File: src/hw/modem_mode_pkg.sv
// Package with control-bus addresses, field positions and tone tables for the mode decode
package modem_mode_pkg;

    // ----------------------------------------------------------------
    // Control-bus addresses
    // ----------------------------------------------------------------
    localparam logic [7:0] ADDR_GENERAL_RESET = 8'h01;
    localparam logic [7:0] ADDR_GENERAL_CTRL = 8'hE0;
    localparam logic [7:0] ADDR_TX_MODE = 8'hE1;
    localparam logic [7:0] ADDR_RX_MODE = 8'hE2;

    localparam logic [4:0] ADDR_LAST_BIT = 5'h07;
    localparam logic [4:0] WORD_LAST_BIT = 5'h17;
    localparam logic [4:0] ADDR_BITS = 5'h08;

    // ----------------------------------------------------------------
    // Reset values and field positions
    // ----------------------------------------------------------------
    localparam logic [15:0] MODE_RESET = 16'h0000;
    localparam int GEN_RESET_BIT = 7;
    localparam int MODE_MSB = 15;
    localparam int MODE_LSB = 12;
    localparam int GAIN_MSB = 11;
    localparam int GAIN_LSB = 9;
    localparam int EQ_BIT = 8;
    localparam int FMT_MSB = 4;
    localparam int FMT_LSB = 3;
    localparam int TONE_BANK_BIT = 4;

    // ----------------------------------------------------------------
    // Mode codes
    // ----------------------------------------------------------------
    localparam logic [3:0] MODE_OFF = 4'h0;
    localparam logic [3:0] MODE_TONES = 4'h1;
    localparam logic [2:0] MODE_BELL202 = 3'h1;
    localparam logic [2:0] MODE_V23 = 3'h2;
    localparam logic [2:0] MODE_BELL103 = 3'h3;
    localparam logic [2:0] MODE_V21 = 3'h4;
    localparam logic [2:0] MODE_DPSK600 = 3'h5;
    localparam logic [2:0] MODE_DPSK1200 = 3'h6;
    localparam logic [2:0] MODE_RESERVED = 3'h7;

    localparam logic [1:0] FMT_SYNC = 2'h3;
    localparam logic [1:0] FMT_NO_PARITY = 2'h2;
    localparam logic [1:0] FMT_EVEN = 2'h1;
    localparam logic [1:0] FMT_ODD = 2'h0;

    localparam logic [3:0] MIN_DATA_BITS = 4'h5;
    localparam logic [7:0] GAIN_STEP_TENTH_DB = 8'h0F;
    localparam logic [7:0] GAIN_FLOOR_TENTH_DB = 8'h69;

    typedef enum logic [1:0] {
        SRC_BUFFER = 2'b00,
        SRC_ONES = 2'b01,
        SRC_ZEROS = 2'b10,
        SRC_PATTERN = 2'b11
    } tx_source_e;

    // ----------------------------------------------------------------
    // Tone frequencies in Hz
    // ----------------------------------------------------------------
    localparam logic [11:0] HZ_NONE = 12'h000;
    localparam logic [11:0] HZ_697 = 12'd697;
    localparam logic [11:0] HZ_770 = 12'd770;
    localparam logic [11:0] HZ_852 = 12'd852;
    localparam logic [11:0] HZ_941 = 12'd941;
    localparam logic [11:0] HZ_1209 = 12'd1209;
    localparam logic [11:0] HZ_1336 = 12'd1336;
    localparam logic [11:0] HZ_1477 = 12'd1477;
    localparam logic [11:0] HZ_1633 = 12'd1633;
    localparam logic [11:0] HZ_1300 = 12'd1300;
    localparam logic [11:0] HZ_2100 = 12'd2100;
    localparam logic [11:0] HZ_2225 = 12'd2225;

endpackage

File: src/hw/tx_tone_decode.sv
// Decoder of the transmit tone selection into frequencies and programmed-pair strobes
`timescale 1ns/100ps
`default_nettype none

module tx_tone_decode
    import modem_mode_pkg::*;
(
    input wire logic clk,
    input wire logic rstn,
    input wire logic tone_mode,
    input wire logic [4:0] tone_sel,
    output logic [11:0] tone_low_hz,
    output logic [11:0] tone_high_hz,
    output logic programmed_tone_pair_a,
    output logic programmed_tone_pair_b,
    output logic programmed_tone_pair_c,
    output logic programmed_tone_pair_d
);

    logic [11:0] row_hz;
    logic [11:0] col_hz;
    logic [3:0] prog_sel;

    // ----------------------------------------------------------------
    // Keypad row and column lookup
    // ----------------------------------------------------------------
    always_comb
    begin
        row_hz = HZ_NONE;
        col_hz = HZ_NONE;
        case (tone_sel[3:0])
            4'h0: begin row_hz = HZ_941; col_hz = HZ_1633; end
            4'h1: begin row_hz = HZ_697; col_hz = HZ_1209; end
            4'h2: begin row_hz = HZ_697; col_hz = HZ_1336; end
            4'h3: begin row_hz = HZ_697; col_hz = HZ_1477; end
            4'h4: begin row_hz = HZ_770; col_hz = HZ_1209; end
            4'h5: begin row_hz = HZ_770; col_hz = HZ_1336; end
            4'h6: begin row_hz = HZ_770; col_hz = HZ_1477; end
            4'h7: begin row_hz = HZ_852; col_hz = HZ_1209; end
            4'h8: begin row_hz = HZ_852; col_hz = HZ_1336; end
            4'h9: begin row_hz = HZ_852; col_hz = HZ_1477; end
            4'hA: begin row_hz = HZ_941; col_hz = HZ_1336; end
            4'hB: begin row_hz = HZ_941; col_hz = HZ_1209; end
            4'hC: begin row_hz = HZ_941; col_hz = HZ_1477; end
            4'hD: begin row_hz = HZ_697; col_hz = HZ_1633; end
            4'hE: begin row_hz = HZ_770; col_hz = HZ_1633; end
            4'hF: begin row_hz = HZ_852; col_hz = HZ_1633; end
            default: begin row_hz = HZ_NONE; col_hz = HZ_NONE; end
        endcase
    end

    // ----------------------------------------------------------------
    // Output selection
    // ----------------------------------------------------------------
    // Programmed pairs carry no frequency here; the tone generator holds them
    always_comb
    begin
        tone_low_hz = HZ_NONE;
        tone_high_hz = HZ_NONE;
        prog_sel = 4'h0;
        if (tone_mode && tone_sel[TONE_BANK_BIT])
        begin
            tone_low_hz = row_hz;
            tone_high_hz = col_hz;
        end
        else if (tone_mode)
        begin
            case (tone_sel[3:0])
                4'h1: tone_low_hz = HZ_697;
                4'h2: tone_low_hz = HZ_770;
                4'h3: tone_low_hz = HZ_852;
                4'h4: tone_low_hz = HZ_941;
                4'h5: tone_low_hz = HZ_1209;
                4'h6: tone_low_hz = HZ_1336;
                4'h7: tone_low_hz = HZ_1477;
                4'h8: tone_low_hz = HZ_1633;
                4'h9: tone_low_hz = HZ_1300;
                4'hA: tone_low_hz = HZ_2100;
                4'hB: tone_low_hz = HZ_2225;
                4'hC: prog_sel = 4'h1;
                4'hD: prog_sel = 4'h2;
                4'hE: prog_sel = 4'h4;
                4'hF: prog_sel = 4'h8;
                default: tone_low_hz = HZ_NONE;
            endcase
        end
    end

    assign programmed_tone_pair_a = prog_sel[0];
    assign programmed_tone_pair_b = prog_sel[1];
    assign programmed_tone_pair_c = prog_sel[2];
    assign programmed_tone_pair_d = prog_sel[3];

    // ----------------------------------------------------------------
    // Checks
    // ----------------------------------------------------------------
    property p_dtmf_d;
        @(posedge clk) disable iff (!rstn)
        (tone_mode && tone_sel == 5'h10) |-> (tone_low_hz == 12'd941 && tone_high_hz == 12'd1633);
    endproperty
    a_dtmf_d: assert property (p_dtmf_d)
        else $error("dtmf code 0 not 941+1633");

    property p_fixed_tone;
        @(posedge clk) disable iff (!rstn)
        (tone_mode && tone_sel == 5'h0A) |-> (tone_low_hz == 12'd2100 && tone_high_hz == 12'd0);
    endproperty
    a_fixed_tone: assert property (p_fixed_tone)
        else $error("fixed tone code A not 2100 Hz");

    property p_prog_pair;
        @(posedge clk) disable iff (!rstn)
        (tone_mode && tone_sel == 5'h0F) |-> (programmed_tone_pair_d && !programmed_tone_pair_a);
    endproperty
    a_prog_pair: assert property (p_prog_pair)
        else $error("programmed pair D not selected");

endmodule
`default_nettype wire

File: src/hw/modem_mode_register_decode.sv
// Serial control-bus slave holding the transmit and receive mode registers and their decode
// Contract
// - Start-stop: tx bits 2-1 give 5 to 8 data bits, bit 0 two stop bits.
// - Sync source: bit2 set is buffer data, 011 is ones, 010 is zeros.
// - Sync 00x sends dibits 00,11 at 1200 DPSK, else alternating ones and zeros.
// - Tone bank 0: silence, eight single tones, then 1300, 2100, 2225 Hz.
// - Tone bank 0 codes C to F select programmed pairs A to D.
// - Tone bank 1 selects keypad dual tones, code 0 is D.
// - Receive mode is 16-bit write-only at E2; reads return nothing.
// - General reset clears receive mode; general control bit 7 holds it clear.
// - Rx bits 15-12 choose DPSK, V.21, Bell 103, V.23, Bell 202 modes.
// - Rx code 1 enables tone detect, 0 disables; host avoids E and F.
// - Rx bits 11-9 set gain, 0 dB at 7, 1.5 dB less per step.
// - Tx bits 4-3: sync, no parity, even parity, odd parity.
// - Tx code 1 is tone transmit, code 0 disables the transmitter.
`timescale 1ns/100ps
`default_nettype none

module modem_mode_register_decode
    import modem_mode_pkg::*;
(
    input wire logic clk,
    input wire logic rstn,
    input wire logic bus_csn,
    input wire logic bus_sclk,
    input wire logic bus_cdata,
    output logic bus_rdata,
    output logic bus_rdata_oe,
    output logic [3:0] tx_mode_code,
    output logic tx_enabled,
    output logic tx_tone_mode,
    output logic tx_sync,
    output logic tx_parity_en,
    output logic tx_parity_odd,
    output logic [3:0] tx_data_bits,
    output logic tx_two_stop,
    output tx_source_e tx_source,
    output logic tx_pattern_dibit,
    output logic [11:0] tone_low_hz,
    output logic [11:0] tone_high_hz,
    output logic programmed_tone_pair_a,
    output logic programmed_tone_pair_b,
    output logic programmed_tone_pair_c,
    output logic programmed_tone_pair_d,
    output logic [3:0] rx_mode_code,
    output logic rx_enabled,
    output logic rx_tone_detect,
    output logic rx_dpsk1200,
    output logic rx_dpsk600,
    output logic rx_v21,
    output logic rx_bell103,
    output logic rx_v23,
    output logic rx_bell202,
    output logic rx_high_band,
    output logic rx_mode_reserved,
    output logic auto_equaliser_enable,
    output logic [2:0] rx_gain_code,
    output logic signed [7:0] rx_gain_tenth_db
);

    // ----------------------------------------------------------------
    // Serial shifter
    // ----------------------------------------------------------------
    typedef enum logic [1:0] {
        ST_IDLE = 2'b00,
        ST_ADDR = 2'b01,
        ST_DATA = 2'b10,
        ST_SKIP = 2'b11
    } bus_state_e;

    bus_state_e state_q, state_d;
    logic sclk_q, sclk_d;
    logic [4:0] bit_cnt_q, bit_cnt_d;
    logic [7:0] addr_q, addr_d;
    logic [15:0] shift_q, shift_d;
    logic [15:0] gen_ctrl_q, gen_ctrl_d;
    logic [15:0] tx_mode_q, tx_mode_d;
    logic [15:0] rx_mode_q, rx_mode_d;
    logic sclk_rise;
    logic word_done;
    logic [15:0] word_in;
    logic general_reset;
    logic hold_reset;

    // Mode field of a 16-bit mode word; both registers share the layout
    function automatic logic [3:0] mode_field(input logic [15:0] w);
        mode_field = w[MODE_MSB:MODE_LSB];
    endfunction

    // Modem modes are the pairs 2 to D; the pair index drops the band bit
    function automatic logic [2:0] mode_pair(input logic [15:0] w);
        mode_pair = w[MODE_MSB:MODE_LSB + 1];
    endfunction

    // Pins are synchronous to clk, so a sampled copy of the clock pin gives its edge
    assign sclk_rise = bus_sclk && !sclk_q && !bus_csn;
    assign word_in = {shift_q[14:0], bus_cdata};
    assign word_done = (state_q == ST_DATA) && sclk_rise && (bit_cnt_q == WORD_LAST_BIT);
    // General reset is an address byte alone, ended by the select going high
    assign general_reset = bus_csn && (state_q == ST_DATA) && (bit_cnt_q == ADDR_BITS)
        && (addr_q == ADDR_GENERAL_RESET);
    assign hold_reset = gen_ctrl_q[GEN_RESET_BIT];

    always_comb
    begin
        state_d = state_q;
        sclk_d = bus_sclk;
        bit_cnt_d = bit_cnt_q;
        addr_d = addr_q;
        shift_d = shift_q;
        if (bus_csn)
        begin
            state_d = ST_IDLE;
            bit_cnt_d = 5'h00;
        end
        else
        begin
            case (state_q)
                ST_IDLE:
                begin
                    state_d = ST_ADDR;
                    bit_cnt_d = 5'h00;
                end
                ST_ADDR:
                begin
                    if (sclk_rise)
                    begin
                        addr_d = {addr_q[6:0], bus_cdata};
                        bit_cnt_d = bit_cnt_q + 5'h01;
                        if (bit_cnt_q == ADDR_LAST_BIT)
                        begin
                            state_d = ST_DATA;
                        end
                    end
                end
                ST_DATA:
                begin
                    if (sclk_rise)
                    begin
                        shift_d = word_in;
                        bit_cnt_d = bit_cnt_q + 5'h01;
                        // Further bits in the same select are ignored
                        if (word_done)
                        begin
                            state_d = ST_SKIP;
                        end
                    end
                end
                ST_SKIP:
                begin
                    state_d = ST_SKIP;
                end
                default:
                begin
                    state_d = ST_IDLE;
                end
            endcase
        end
    end

    // ----------------------------------------------------------------
    // Register file
    // ----------------------------------------------------------------
    always_comb
    begin
        gen_ctrl_d = gen_ctrl_q;
        tx_mode_d = tx_mode_q;
        rx_mode_d = rx_mode_q;
        if (word_done && addr_q == ADDR_GENERAL_CTRL)
        begin
            gen_ctrl_d = word_in;
        end
        if (word_done && addr_q == ADDR_TX_MODE)
        begin
            tx_mode_d = word_in;
        end
        if (word_done && addr_q == ADDR_RX_MODE)
        begin
            rx_mode_d = word_in;
        end
        // Reset bit is checked on the registered value, so a write that sets it clears next cycle
        if (hold_reset)
        begin
            tx_mode_d = MODE_RESET;
            rx_mode_d = MODE_RESET;
        end
        if (general_reset)
        begin
            gen_ctrl_d = MODE_RESET;
            tx_mode_d = MODE_RESET;
            rx_mode_d = MODE_RESET;
        end
    end

    always_ff @(posedge clk or negedge rstn)
    begin
        if (!rstn)
        begin
            state_q <= ST_IDLE;
            sclk_q <= 1'b0;
            bit_cnt_q <= 5'h00;
            addr_q <= 8'h00;
            shift_q <= 16'h0000;
            gen_ctrl_q <= MODE_RESET;
            tx_mode_q <= MODE_RESET;
            rx_mode_q <= MODE_RESET;
        end
        else
        begin
            state_q <= state_d;
            sclk_q <= sclk_d;
            bit_cnt_q <= bit_cnt_d;
            addr_q <= addr_d;
            shift_q <= shift_d;
            gen_ctrl_q <= gen_ctrl_d;
            tx_mode_q <= tx_mode_d;
            rx_mode_q <= rx_mode_d;
        end
    end

    // Mode registers are write-only, so the reply line is never driven
    assign bus_rdata = 1'b0;
    assign bus_rdata_oe = 1'b0;

    // ----------------------------------------------------------------
    // Transmit decode
    // ----------------------------------------------------------------
    logic tx_modem;
    logic tx_is_dpsk1200;

    assign tx_mode_code = mode_field(tx_mode_q);
    assign tx_enabled = (tx_mode_code != MODE_OFF);
    assign tx_tone_mode = (tx_mode_code == MODE_TONES);
    assign tx_modem = (mode_pair(tx_mode_q) != 3'h0) && (mode_pair(tx_mode_q) != MODE_RESERVED);
    assign tx_is_dpsk1200 = (mode_pair(tx_mode_q) == MODE_DPSK1200);
    assign tx_sync = tx_modem && (tx_mode_q[FMT_MSB:FMT_LSB] == FMT_SYNC);
    assign tx_parity_en = tx_modem && (tx_mode_q[FMT_MSB:FMT_LSB] == FMT_EVEN
        || tx_mode_q[FMT_MSB:FMT_LSB] == FMT_ODD);
    assign tx_parity_odd = tx_modem && (tx_mode_q[FMT_MSB:FMT_LSB] == FMT_ODD);
    assign tx_data_bits = MIN_DATA_BITS + {2'b00, tx_mode_q[2:1]};
    assign tx_two_stop = tx_mode_q[0];

    always_comb
    begin
        tx_source = SRC_PATTERN;
        if (tx_mode_q[2])
        begin
            tx_source = SRC_BUFFER;
        end
        else if (tx_mode_q[1])
        begin
            tx_source = tx_mode_q[0] ? SRC_ONES : SRC_ZEROS;
        end
    end

    // Dibit pattern only applies to 1200 bit/s DPSK; every other mode alternates bits
    assign tx_pattern_dibit = tx_sync && (tx_source == SRC_PATTERN) && tx_is_dpsk1200;

    // Bits 8-5 are assumed zero in tone mode, so only bits 4-0 reach the decoder
    tx_tone_decode u_tone
    (
        .clk(clk),
        .rstn(rstn),
        .tone_mode(tx_tone_mode),
        .tone_sel(tx_mode_q[4:0]),
        .tone_low_hz(tone_low_hz),
        .tone_high_hz(tone_high_hz),
        .programmed_tone_pair_a(programmed_tone_pair_a),
        .programmed_tone_pair_b(programmed_tone_pair_b),
        .programmed_tone_pair_c(programmed_tone_pair_c),
        .programmed_tone_pair_d(programmed_tone_pair_d)
    );

    // ----------------------------------------------------------------
    // Receive decode
    // ----------------------------------------------------------------
    logic [7:0] gain_up;

    assign rx_mode_code = mode_field(rx_mode_q);
    assign rx_enabled = (rx_mode_code != MODE_OFF);
    assign rx_tone_detect = (rx_mode_code == MODE_TONES);
    assign rx_dpsk1200 = (mode_pair(rx_mode_q) == MODE_DPSK1200);
    assign rx_dpsk600 = (mode_pair(rx_mode_q) == MODE_DPSK600);
    assign rx_v21 = (mode_pair(rx_mode_q) == MODE_V21);
    assign rx_bell103 = (mode_pair(rx_mode_q) == MODE_BELL103);
    assign rx_v23 = (mode_pair(rx_mode_q) == MODE_V23);
    assign rx_bell202 = (mode_pair(rx_mode_q) == MODE_BELL202);
    assign rx_high_band = rx_mode_q[MODE_LSB] && (mode_pair(rx_mode_q) != 3'h0);
    // Reserved codes are flagged rather than acted on; the host must not write them
    assign rx_mode_reserved = (mode_pair(rx_mode_q) == MODE_RESERVED);
    assign auto_equaliser_enable = rx_mode_q[EQ_BIT] && (rx_dpsk1200 || rx_dpsk600);
    assign rx_gain_code = rx_mode_q[GAIN_MSB:GAIN_LSB];
    assign gain_up = 8'({5'h00, rx_gain_code} * GAIN_STEP_TENTH_DB);
    assign rx_gain_tenth_db = $signed(gain_up - GAIN_FLOOR_TENTH_DB);

    // ----------------------------------------------------------------
    // Checks
    // ----------------------------------------------------------------
    property p_hold_clears;
        @(posedge clk) disable iff (!rstn)
        hold_reset |=> (rx_mode_q == 16'h0000 && tx_mode_q == 16'h0000);
    endproperty
    a_hold_clears: assert property (p_hold_clears)
        else $error("mode registers not held clear");

    property p_general_reset;
        @(posedge clk) disable iff (!rstn)
        general_reset |=> (rx_mode_q == 16'h0000 && gen_ctrl_q == 16'h0000);
    endproperty
    a_general_reset: assert property (p_general_reset)
        else $error("general reset did not clear");

    property p_whole_word;
        @(posedge clk) disable iff (!rstn)
        !$stable(rx_mode_q) |-> ($past(word_done) && $past(addr_q) == 8'hE2)
            || $past(hold_reset) || $past(general_reset);
    endproperty
    a_whole_word: assert property (p_whole_word)
        else $error("receive mode changed without a complete write");

    property p_no_read_drive;
        @(posedge clk) disable iff (!rstn)
        !bus_csn |-> !bus_rdata_oe;
    endproperty
    a_no_read_drive: assert property (p_no_read_drive)
        else $error("reply line driven for write-only register");

    property p_gain;
        @(posedge clk) disable iff (!rstn)
        1'b1 |-> (rx_gain_tenth_db == 8'(int'(rx_gain_code) * 15 - 105));
    endproperty
    a_gain: assert property (p_gain)
        else $error("receive gain wrong");

    property p_data_bits;
        @(posedge clk) disable iff (!rstn)
        (tx_modem && !tx_sync) |-> (tx_data_bits == 4'(5 + tx_mode_q[2:1]));
    endproperty
    a_data_bits: assert property (p_data_bits)
        else $error("data bit count wrong");

    property p_sync_source;
        @(posedge clk) disable iff (!rstn)
        (tx_sync && tx_mode_q[2:0] == 3'b011) |-> (tx_source == SRC_ONES);
    endproperty
    a_sync_source: assert property (p_sync_source)
        else $error("sync source not ones");

    property p_dibit;
        @(posedge clk) disable iff (!rstn)
        (tx_sync && tx_mode_q[2:1] == 2'b00) |-> (tx_pattern_dibit == (tx_mode_q[15:13] == 3'b110));
    endproperty
    a_dibit: assert property (p_dibit)
        else $error("pattern choice wrong");

    property p_odd_parity;
        @(posedge clk) disable iff (!rstn)
        (tx_modem && tx_mode_q[4:3] == 2'b00) |-> (tx_parity_en && tx_parity_odd && !tx_sync);
    endproperty
    a_odd_parity: assert property (p_odd_parity)
        else $error("odd parity format wrong");

    property p_rx_mode;
        @(posedge clk) disable iff (!rstn)
        (rx_mode_q[15:12] == 4'hD) |-> (rx_dpsk1200 && rx_high_band && rx_enabled);
    endproperty
    a_rx_mode: assert property (p_rx_mode)
        else $error("rx code D decode wrong");

    property p_tx_off;
        @(posedge clk) disable iff (!rstn)
        (tx_mode_q[15:12] == 4'h0) |-> (!tx_enabled && !tx_tone_mode && !tx_sync);
    endproperty
    a_tx_off: assert property (p_tx_off)
        else $error("disabled transmitter decode wrong");

endmodule
`default_nettype wire

File: config.mk
export PLATFORM = sky130hd
export DESIGN_NAME = modem_mode_register_decode
export DESIGN_NICKNAME = d
export VERILOG_FILES = /design/src/hw/modem_mode_pkg.sv /design/src/hw/tx_tone_decode.sv /design/src/hw/modem_mode_register_decode.sv
export SDC_FILE = /design/constraint.sdc
export NUM_CORES = 1
export LEC_CHECK = 0
export BUFFER_PORTS_ARGS = -buffer_cell sky130_fd_sc_hd__buf_2
export CORE_UTILIZATION = 50
export DETAILED_ROUTE_END_ITERATION = 7
export PLACE_DENSITY = 0.74
export SYNTH_ARGS = -nofsm -noshare
export SYNTH_HDL_FRONTEND = slang
export SYNTH_SLANG_ARGS = --single-unit
export TNS_END_PERCENT = 20
File: constraint.sdc
create_clock -name clk -period 4.6 [get_ports clk]
set_input_delay 0.23 -clock clk [delete_from_list [all_inputs] [get_ports clk]]
set_output_delay 0.23 -clock clk [all_outputs]
set_load 0.02 [all_outputs]
==> metrics.md, run 1 <==
| Metric | Value |
|---|---|
| Status | completed |
| Area occupied by multi-input gates | 2150 um^2 |
| WL/cell | 13.9 um |
| Leakage | 0.00210 uW |
| Achievable Freq | 0.319 GHz |
| EDFF count, synth | 0 |
| Slowest cell on the critical path | dfrtp_1 |
| Setup TNS | 0 ns |
| Hold Path Depth | 1 |
| Max Cap Viol | 0 |
| Drc violations | 0 |
| Post-CTS setup buffer count | 0 |
| Worst Path Buf+Inv | 2 |
| IO Port Bufs | 73 |
| Final Instance Area | 4050 um^2 |
| Hold_sp | bus_sclk |
| Max_slew headroom | 0.273 |
| Placement Cell Area | 3960 um^2 |
| Post-synth cell types | 65 |
| Number of antenna-violating nets in the routed design | 0 |
| CP Class | reg2out |
| Die width | 87.8 um |
| Worst R2R Start | state_q[0] |
| CTS clk-pin slew, worst paths | 0.09 ns |
| Die span in y | 87.8 um |
| Worst Setup Start Kind | flip-flop |
| Area leader, netlist | dfrtp_1 |
| DP Cell Count | 521 |
| Routability cong. | 0.901 |
| Reg2reg path depth | 6 |
| Post-Syn Area per Cell | 9.59 um^2 |
| Setup slack, reg-to-reg | 1.96 ns |
| Gr usage total | 0.193 |
| Final setup fails | 0 |
| Total clock sinks | 49 |
| P per Cell Area | 215 nW/um^2 |
| RR Endpoint | tx_mode_q[12] |
| Total wire length | 7370 um |
| Crit share post-route | 0.681 |
| ANT cells | 0 |
| CP arrival | 2.90 ns |
| Flops & latches, synth | 49 |
| Yosys top cell area share | 0.333 |
| Max IR drop VDD | 268 uV |
| HP Class | in2reg |
| Post-Route Utilization | 0.583 |
| Setup crit end kind | output pin |
| Largest net degree at the start of global routing | 50 |
| Largest stage delay on the critical path | 0.58 ns |
| Async SR Flop Fraction | 1.00 |
| Cell mode on critical path | xnor2_1 |
| Share of post-route cells with drive strength above 1 | 0.277 |
| Antenna violations before repair | 0 |
| Hold Path Sink | sclk_q |
| Drt pass-1 iters | 4 |
| Mapped Cells | 384 |
| CP cell instances | inv_1 -> ha_1 -> xnor2_1 -> xnor2_1 -> fa_1 -> a21o_1 -> a21oi_1 -> nor2b_1 -> a31oi_1 -> buf_2 |
| Crit path launch | rx_mode_q[10] |
| H-tree depth | 2 |
| Nets@finish | 465 |
| CTS resizes | 0 |
| Bufs on Longest Clock Path | 2 |
| Fill cells | 596 |
| Initial Util | 0.530 |
| Layout Cells excl Fill | 529 |
| Drt initial violations | 145 |
| Vias | 2899 |
| Core ar. | 6940 um^2 |
| RSZ-0062 raised after global routing | no |
| Final hold violation count | 0 |
| I/O pins | 78 |
| Post-synthesis cell area | 3680 um^2 |
| Num CTS Buffers | 5 |
| WHS | 0.0816 ns |
| Final min period | 3.13 ns |
| WP data required | 4.37 ns |
| Hold Buf Count CTS | 0 |
| CTS tree | yes |
| Vias in the first global route | 2501 |
| Row Count | 30 |
| Sequential share of the synthesized area | 0.333 |
| Clock Skew | 0.00531 ns |
| Yosys warns | 0 |
| FF+latch area | 1230 um^2 |
| DIE AREA | 7710 um^2 |
| Root buf cell | clkbuf_8 |
| Slew Limit Fails | 0 |
| Crit path max-delay family | adder cells |
| Area contributors post-synth | dfrtp_1, ha_1, mux2_2, mux2i_1, nor2_1 |
| First-pass GRT wire length | 11900 um |
| Vias per std cell | 5.48 |
| Clock Latency Late Sink | 0.31 ns |
| Detailed placement HPWL | 5320 um |
| Area grow syn2layout | 9.85% |
| CP Max Fanout | 10 |
| Congestion Overflow GR | 0 |
| Primary FF master, synth | dfrtp_1 |
| Worst-Margin Slew | 1.09 ns |
==> cell usage after synthesis, drive strengths merged (3+ instances only) <==
cell and instances:
a21oi 20, o22ai 3, xnor2 4, mux2i 21, and3 5, xor2 4
nor3b 4, nor4b 3, a21o 4, fa 3, mux2 24, nor2 46
nand2b 6, nand2 16, inv 21, nor3 7, ha 25, buf 31
nand4 4, clkbuf 4, nor2b 4, nor4 7, a31oi 4, a211oi 3
nand3 3, o21ai 17, mux4 3, and3b 3, and2 3, dfrtp 49
or3 3
==> worst max-delay path by stage <==
stage                     cells past startpoint                  end  slack [ns]
after detailed placement                     10  rx_gain_tenth_db[7]        1.80
after global placement                       10  rx_gain_tenth_db[7]        1.88
after CTS                                    10  rx_gain_tenth_db[7]        1.45
after global routing                         10  rx_gain_tenth_db[7]        1.29
final                                        10  rx_gain_tenth_db[7]        1.47
after floorplan                               9  rx_gain_tenth_db[7]        1.89
==> power by group <==
part           switching, uW  total, uW  internal, uW
Clock                    147        255           108
Sequential              30.6        492           462
Combinational           63.8        124          60.0
Total                    241        871           630
==> metal layers <==
layer	global-route usage	share of wire	vias to the layer above
met1	0.285	0.48	1348
met3	0.0264	0.048	10
met5	0	0	-
met2	0.299	0.46	107
met4	0.0492	0.010	0
li1	-	-	1434
==> cell usage in the layout, fill, tap and decap left out, types with 5 or more instances in the layout <==
| cell | count |
|---|---|
| nand2b_1 | 6 |
| o21ai_0 | 16 |
| nor4_1 | 7 |
| dfrtp_1 | 49 |
| inv_1 | 21 |
| nor3_1 | 7 |
| nand2_1 | 15 |
| ha_1 | 25 |
| buf_2 | 73 |
| nor2_1 | 45 |
| and3_1 | 5 |
| clkbuf_8 | 5 |
| a21oi_1 | 19 |
| mux2_2 | 24 |
| mux2i_1 | 21 |
==> area by class of cell <==
cell class,count,area share
Multi-Input combinational cell,280,0.532
Inverter,23,0.0229
Tap cell,96,0.0297
Timing Repair Buffer,73,0.0903
Sequential cell,49,0.303
Clock inverter,3,0.00526
Clock buffer,5,0.0170
==> per-stage QoR <==
stage	total power, uW	worst slack (ns)
5_1_grt	915	1.29
4_1_cts	878	1.45
6_report	871	1.47
3_3_place_gp	617	1.88
3_5_place_dp	624	1.80
2_1_floorplan	592	1.89
==> logic make-up (layout without fill, tap and decap cells) <==
kind of cell | Yosys count | after routing | synth area share
buf+inv | 58 | 104 | 0.0860
other cells | 1 | 4 | 0.00102
fa+ha+maj | 28 | 28 | 0.101
simple gates | 125 | 125 | 0.190
compound gates | 67 | 67 | 0.121
xor+xnor | 8 | 8 | 0.0190
mux | 48 | 48 | 0.149
flops | 49 | 49 | 0.333
==> flip-flops by register name (all words and copies together) (netlist names) <==
signal and cells:
bit_cnt_q 5, rx_mode_q 8, sclk_q 1, addr_q 8
tx_mode_q 9, shift_q 15, state_q 2, gen_ctrl_q 1
==> worst reg2reg max path, cell delays in order (launching register included) <==
cell,delay [ns]
dfrtp_1,0.40
inv_1,0.10
ha_1,0.23
and4bb_1,0.77
and4_1,0.69
mux2i_1,0.27
nor2_1,0.05
(Power assumes the default switching activity.)
==> run 2: changes to the inputs <==
--- a/config.mk
+++ b/config.mk
@@ -5,6 +5,7 @@
 export SDC_FILE = /design/constraint.sdc
 export NUM_CORES = 1
 export LEC_CHECK = 0
+export ABC_AREA = 1
 export BUFFER_PORTS_ARGS = -buffer_cell sky130_fd_sc_hd__buf_2
 export CORE_UTILIZATION = 50
 export DETAILED_ROUTE_END_ITERATION = 7
==> constraint.sdc (replaced) <==
create_clock -name clk -period 3.25 [get_ports clk]
set_input_delay 0.1625 -clock clk [delete_from_list [all_inputs] [get_ports clk]]
set_output_delay 0.1625 -clock clk [all_outputs]
set_load 0.02 [all_outputs]
==> run 2 against run 1 <==
Compared with the run above:
- power increased by 79%
- synthesized cell count grew 34%
- via count grew 19%
- count of clock-buffer cells in the layout up 1
- clock skew up 0.0013 ns
- highest routed layer unchanged
- clock power rose by 76%
- utilization decreased by 0.78 points
==> metrics.md, run 2 <==
| Metric | Value |
|---|---|
| Status | completed |
| Bufs on Longest Clock Path | 2 (unchanged) |
| Drt initial violations | 202 (+39%) |
| ANT cells | 0 (unchanged) |
| Top Layer Used | met4 |
| Largest regs | shift_q (15), tx_mode_q (9) |
| CP Max Fanout | 10 (unchanged) |
| IO Port Bufs | 73 (unchanged) |
| Worst Setup Start Kind | flip-flop |
| CTS tree | yes |
| Die width | 88.2 um (+0.38%) |
| EDFF count, synth | 0 (unchanged) |
| Mapped Cells | 516 (+34%) |
| H-tree depth | 2 (unchanged) |
| Congestion Overflow GR | 0 (unchanged) |
| Post-Route Utilization | 0.575 (-0.00777) |
| Detailed placement HPWL | 6210 um (+17%) |
| Area contributors post-synth | dfrtp_1, nand2_1, ha_1, inv_1, nand3_1 |
| Yosys top cell area share | 0.330 (-0.00258) |
| Share of post-route cells with drive strength above 1 | 0.192 (-0.0852) |
| Metal3 WL | 484 um (+38%) |
| Yosys warns | 0 (unchanged) |
| I/O pins | 78 (unchanged) |
| Max_slew headroom | 0.311 (+0.0374) |
| Max IR drop VDD | 361 uV (+35%) |
| WL met2 | 3570 um (+5.3%) |
| Row Count | 31 (+3.3%) |
| Primary FF master, synth | dfrtp_1 |
| Slew Limit Fails | 0 (unchanged) |
| Core ar. | 7210 um^2 (+3.9%) |
| Setup TNS | 0 ns (unchanged) |
| Sequential share of the synthesized area | 0.330 (-0.00258) |
| P per Cell Area | 376 nW/um^2 (+75%) |
| Antenna violations before repair | 0 (unchanged) |
| Area grow syn2layout | 11.7% |
| Initial Util | 0.514 (-0.0159) |
| Setup crit end kind | output pin |
| Post-synth cell types | 42 (-35%) |
| Post-synthesis cell area | 3710 um^2 (+0.78%) |
| WHS | 0.0426 ns (-0.0390 ns) |
| Worst R2R Start | state_q[0] |
| Num CTS Buffers | 5 (unchanged) |
| Crit path max-delay family | adder cells |
| Total clock sinks | 49 (unchanged) |
| Setup slack, reg-to-reg | 1.07 ns (-0.89 ns) |
| Final setup fails | 0 (unchanged) |
| Max Cap Viol | 0 (unchanged) |
| Vias in the first global route | 3001 (+20%) |
| Most numerous cell in the Yosys netlist | nand2_1 |
| Worst-Margin Slew | 1.03 ns (-0.0562 ns) |
| Most frequent cells in the layout | nand2_1, buf_2, inv_1, nor2_1, dfrtp_1 |
| Gr usage total | 0.215 (+0.0226) |
| Reg2reg path depth | 8 (+2) |
| Drt pass-1 iters | 5 (+1) |
| DP Cell Count | 663 (+27%) |
| Met1 WL | 3930 um (+11%) |
| First-pass GRT wire length | 13400 um (+12%) |
| Max FFs per register | 15 (unchanged) |
| Post-synth top cells | nand2_1, inv_1, dfrtp_1, nor2_1, nand3_1 |
| Async SR Flop Fraction | 1.00 (unchanged) |
| Clock Latency Late Sink | 0.30 ns (about the same) |
| Vias | 3455 (+19%) |
| DIE AREA | 7770 um^2 (+0.76%) |
| Top reg by flops | shift_q |
| Slowest cell on the critical path | dfrtp_1 |
| WP data required | 3.09 ns (-1.28 ns) |
| Vias per std cell | 5.14 (-6.2%) |
| Total wire length | 8050 um (+9.3%) |
| Most common cell after layout, fill and taps aside | nand2_1 |
| Number of antenna-violating nets in the routed design | 0 (unchanged) |
| Nets@finish | 605 (+30%) |
| RR Endpoint | tx_mode_q[13] |
| CP cell instances | inv_1 -> ha_1 -> xnor2_1 -> xor2_1 -> fa_1 -> nand2_1 -> nand2_1 -> a21oi_1 -> nor2_1 -> a21oi_1 -> buf_2 |
| Root buf cell | clkbuf_8 |
| RSZ-0062 raised after global routing | no |
| Drc violations | 0 (unchanged) |
| CTS resizes | 0 (unchanged) |
| Die span in y | 88.2 um (+0.38%) |
| Largest stage delay on the critical path | 0.58 ns (about the same) |
| WL/cell | 12.0 um (-14%) |
| Final hold violation count | 0 (unchanged) |
| Flops & latches, synth | 49 (unchanged) |
| Area leader, netlist | dfrtp_1 |
| PnR Total Power | 1560 uW (+79%) |
| HP Class | in2async |
| CTS clk-pin slew, worst paths | 0.09 ns (about the same) |
| Final min period | 2.96 ns |
| Largest net degree at the start of global routing | 50 (unchanged) |
| CP Class | reg2out |
| Clock Skew | 0.00661 ns (+0.00130 ns) |
| Leakage | 0.00230 uW (+9.6%) |
| Worst Path Buf+Inv | 2 (unchanged) |
| Crit share post-route | 0.911 |
| Routability cong. | 0.894 (-0.77%) |
| Achievable Freq | 0.338 GHz |
| CP arrival | 2.80 ns (-0.10 ns) |
| Post-Syn Area per Cell | 7.19 um^2 (-25%) |
| CP Depth | 11 (+1) |
| Layout Cells excl Fill | 672 (+27%) |
-- run 2: changes by cell type after synthesis, sizes merged, moves of 10 or more --
cell,change
mux2,-23
mux2i,-21
nand2,+107
o21ai,+13
inv,+52
nor2,+11
nand4,+10
nand3,+43
-- run 2: stage by stage --
| step | instance area (um^2) | setup slack (ns) |
|---|---|---|
| final | 4150 | 0.289 |
| after global placement | 4020 | 0.700 |
| after CTS | 4150 | 0.269 |
| after global routing | 4150 | 0.0641 |
| after detailed placement | 4020 | 0.625 |
| after floorplan | 3720 | 0.714 |
-- run 2: how the worst max path moves through the flow --
stage | startpoint | endpoint | slack, ns
global placement | rx_mode_q[10] | rx_gain_tenth_db[7] | 0.70
detailed placement | rx_mode_q[10] | rx_gain_tenth_db[7] | 0.63
CTS | rx_mode_q[10] | rx_gain_tenth_db[7] | 0.27
global route | rx_mode_q[10] | rx_gain_tenth_db[7] | 0.06
floorplan | rx_mode_q[10] | rx_gain_tenth_db[7] | 0.71
finish | rx_mode_q[10] | rx_gain_tenth_db[7] | 0.29
-- run 2: timing repair --
action,4_1_cts,5_1_grt
buffers inserted,0,0
endpoints found under the hold margin,1,0
hold buffers,1,0
-- run 2: final cells by class --
cell class / instances / area [um^2]
Tap cell: 99 / 124
Clock buffer: 6 / 82.6
Sequential cell: 49 / 1230
Fill cell: 709 / 3070
Inverter: 75 / 283
Clock inverter: 2 / 37.5
Timing Repair Buffer: 74 / 375
Multi-Input combinational cell: 367 / 2020
-- run 2: logic make-up (layout without fill, tap and decap cells) --
kind of cell,Yosys count,in the layout,share of synthesized area
AOI/OAI and AO/OA,74,74,0.114
xor gates and xnor gates,7,7,0.0165
DFF,49,49,0.330
and+or+nand+nor,253,253,0.306
muxes,1,1,0.00303
other,1,4,0.00101
buffers and inverters,103,157,0.129
adders and majority gates,28,28,0.100
-- run 2: where the power goes --
part           total, uW  leakage, uW  internal [uW]  switching, uW
Clock                450    0.0000574            250            200
Combinational        313      0.00159            107            206
Sequential           795     0.000647            720           75.0
Total               1560      0.00230           1080            481
-- run 2: per-layer routing --
metal	up-vias	track usage
li1	1773	-
met1	1556	0.303
met5	-	0
met2	119	0.352
met3	7	0.0330
met4	0	0.0484
==> run 3: changes to the inputs <==
--- a/config.mk
+++ b/config.mk
@@ -9,7 +9,7 @@
 export BUFFER_PORTS_ARGS = -buffer_cell sky130_fd_sc_hd__buf_2
 export CORE_UTILIZATION = 50
 export DETAILED_ROUTE_END_ITERATION = 7
-export PLACE_DENSITY = 0.74
+export PLACE_DENSITY = 0.83
 export SYNTH_ARGS = -nofsm -noshare
 export SYNTH_HDL_FRONTEND = slang
 export SYNTH_SLANG_ARGS = --single-unit
==> run 3 against run 2 <==
Compared with the run above:
- sequential share of layout area is 0.099 points higher
- first-iteration DRC count is 15% higher
- critical endpoint unchanged
- largest cell class unchanged
- register-to-register slack worse by 0.03 ns
- critical path type unchanged
==> metrics.md, run 3 (synthesis results as in run 2) <==
| Metric | Value |
|---|---|
| Clock Skew | 0.00739 ns (+0.000780 ns) |
| Worst Setup Start Kind | flip-flop |
| Initial Util | 0.514 (unchanged) |
| WHS | 0.0168 ns (-0.0258 ns) |
| Crit share post-route | 0.933 (+0.0215) |
| Post-CTS setup buffer count | 0 (unchanged) |
| DIE AREA | 7770 um^2 (unchanged) |
| Post-Route Utilization | 0.573 (-0.00191) |
| Worst Path Buf+Inv | 2 (unchanged) |
| PnR Total Power | 1550 uW (-0.61%) |
| WL/cell | 12.2 um (+1.6%) |
| CP Max Fanout | 10 (unchanged) |
| CP arrival | 2.87 ns (+0.07 ns) |
| Detailed placement HPWL | 6270 um (+0.93%) |
| Row Count | 31 (unchanged) |
| Status | completed |
| Largest stage delay on the critical path | 0.58 ns (about the same) |
| Setup slack, reg-to-reg | 1.04 ns (-0.03 ns) |
| RR Endpoint | tx_mode_q[15] |
| Final hold violation count | 0 (unchanged) |
| Final setup fails | 0 (unchanged) |
| Total wire length | 8170 um (+1.4%) |
| IO Port Bufs | 73 (unchanged) |
| ANT cells | 0 (unchanged) |
| Core ar. | 7210 um^2 (unchanged) |
| CTS tree | yes |
| Num CTS Buffers | 5 (unchanged) |
| Worst-Margin Slew | 1.06 ns (+0.0275 ns) |
| P per Cell Area | 375 nW/um^2 (-0.28%) |
| Total clock sinks | 49 (unchanged) |
| Vias in the first global route | 3044 (+1.4%) |
| Drc violations | 0 (unchanged) |
| CTS resizes | 0 (unchanged) |
| Vias per std cell | 5.19 (+0.93%) |
| Drt initial violations | 232 (+15%) |
| Die span in y | 88.2 um (unchanged) |
| Clock Latency Late Sink | 0.30 ns (about the same) |
| Die width | 88.2 um (unchanged) |
| Reg2reg path depth | 8 (unchanged) |
| Top reg by flops | shift_q |
| Pre-CTS WS | 0.576 ns (-0.0494 ns) |
| Setup TNS | 0 ns (unchanged) |
| Routability cong. | 0.889 (-0.51%) |
| Nets@finish | 604 (-0.17%) |
| RSZ-0062 raised after global routing | no |
| Largest regs | shift_q (15), tx_mode_q (9) |
| HP Class | in2reg |
| Setup crit end kind | output pin |
| WP data required | 3.09 ns (about the same) |
| Largest net degree at the start of global routing | 50 (unchanged) |
| First-pass GRT wire length | 13500 um (+0.46%) |
| Crit path max-delay family | adder cells |
| Congestion Overflow GR | 0 (unchanged) |
| Max Cap Viol | 0 (unchanged) |
| Most frequent cells in the layout | nand2_1, buf_2, inv_1, nor2_1, dfrtp_1 |
| H-tree depth | 2 (unchanged) |
| Max_slew headroom | 0.292 (-0.0183) |
| Worst R2R Start | state_q[0] |
| Antenna violations before repair | 0 (unchanged) |
| Achievable Freq | 0.330 GHz (-2.3%) |
| CTS clk-pin slew, worst paths | 0.09 ns (about the same) |
| Hold Buf Count CTS | 0 (-1) |
| Drt pass-1 iters | 5 (unchanged) |
| Number of antenna-violating nets in the routed design | 0 (unchanged) |
| Max FFs per register | 15 (unchanged) |
| Setup WS post-layout | 0.219 ns (-0.0700 ns) |
| Final min period | 3.03 ns (+0.0700 ns) |
| Max IR drop VDD | 320 uV (-11%) |
| Bufs on Longest Clock Path | 2 (unchanged) |
| CP Class | reg2out |
| Critical path capture point | rx_gain_tenth_db[7] |
| Area grow syn2layout | 11.4% |
| Slew Limit Fails | 0 (unchanged) |
| Gr usage total | 0.218 (+0.00250) |
| CP Depth | 11 (unchanged) |
| Root buf cell | clkbuf_8 |
| Share of post-route cells with drive strength above 1 | 0.191 (-0.00141) |
| CP cell instances | inv_1 -> ha_1 -> xnor2_1 -> xor2_1 -> fa_1 -> nand2_1 -> nand2_1 -> a21oi_1 -> nor2_1 -> a21oi_1 -> buf_2 |
| Vias | 3482 (+0.78%) |
| Leakage | 0.00229 uW (-0.14%) |
| Slowest cell on the critical path | dfrtp_1 |
| Crit path launch | rx_mode_q[10] |
| I/O pins | 78 (unchanged) |
| Most common cell after layout, fill and taps aside | nand2_1 |
## run 3: layer usage
| metal | track usage | share of wire | vias up |
|---|---|---|---|
| li1 | - | - | 1753 |
| met1 | 0.287 | 0.47 | 1623 |
| met2 | 0.380 | 0.48 | 97 |
| met3 | 0.0302 | 0.041 | 9 |
| met4 | 0.0543 | 0.0088 | 0 |
| met5 | 0 | 0 | - |
## run 3: stage by stage
stage	cells	area, um^2
4_1_cts	671	4130
3_3_place_gp	663	4020
5_1_grt	671	4130
3_5_place_dp	663	4020
6_report	671	4130
2_1_floorplan	519	3720
## run 3: cell type report
type,count,area [um^2]
clock inverters,1,30.0
multi-input cells,367,2020
repair buffers,73,365
fillers,691,3080
flip-flops and latches,49,1230
inverters,75,283
clock buffers,7,86.3
well taps,99,124
## run 3: how the worst min path moves through the flow
| stage | endpoint | depth (start not counted) | start | slack [ns] |
|---|---|---|---|---|
| 4_1_cts | sclk_q | 1 | bus_sclk | 0.002 |
| 3_5_place_dp | sclk_q | 1 | bus_sclk | 0.32 |
| 6_report | sclk_q | 1 | bus_sclk | 0.02 |
| 3_3_place_gp | sclk_q | 1 | bus_sclk | 0.32 |
| 5_1_grt | sclk_q | 1 | bus_sclk | 0.002 |
| 2_1_floorplan | addr_q[0] | 0 | rstn | -0.13 |
## run 3: where the power goes
| part | leakage, uW | switching [uW] | internal (uW) | total [uW] |
|---|---|---|---|---|
| registers | 0.000647 | 75.4 | 720 | 796 |
| logic | 0.00159 | 204 | 105 | 309 |
| clock network | 0.0000585 | 193 | 251 | 444 |
| total | 0.00229 | 472 | 1080 | 1550 |
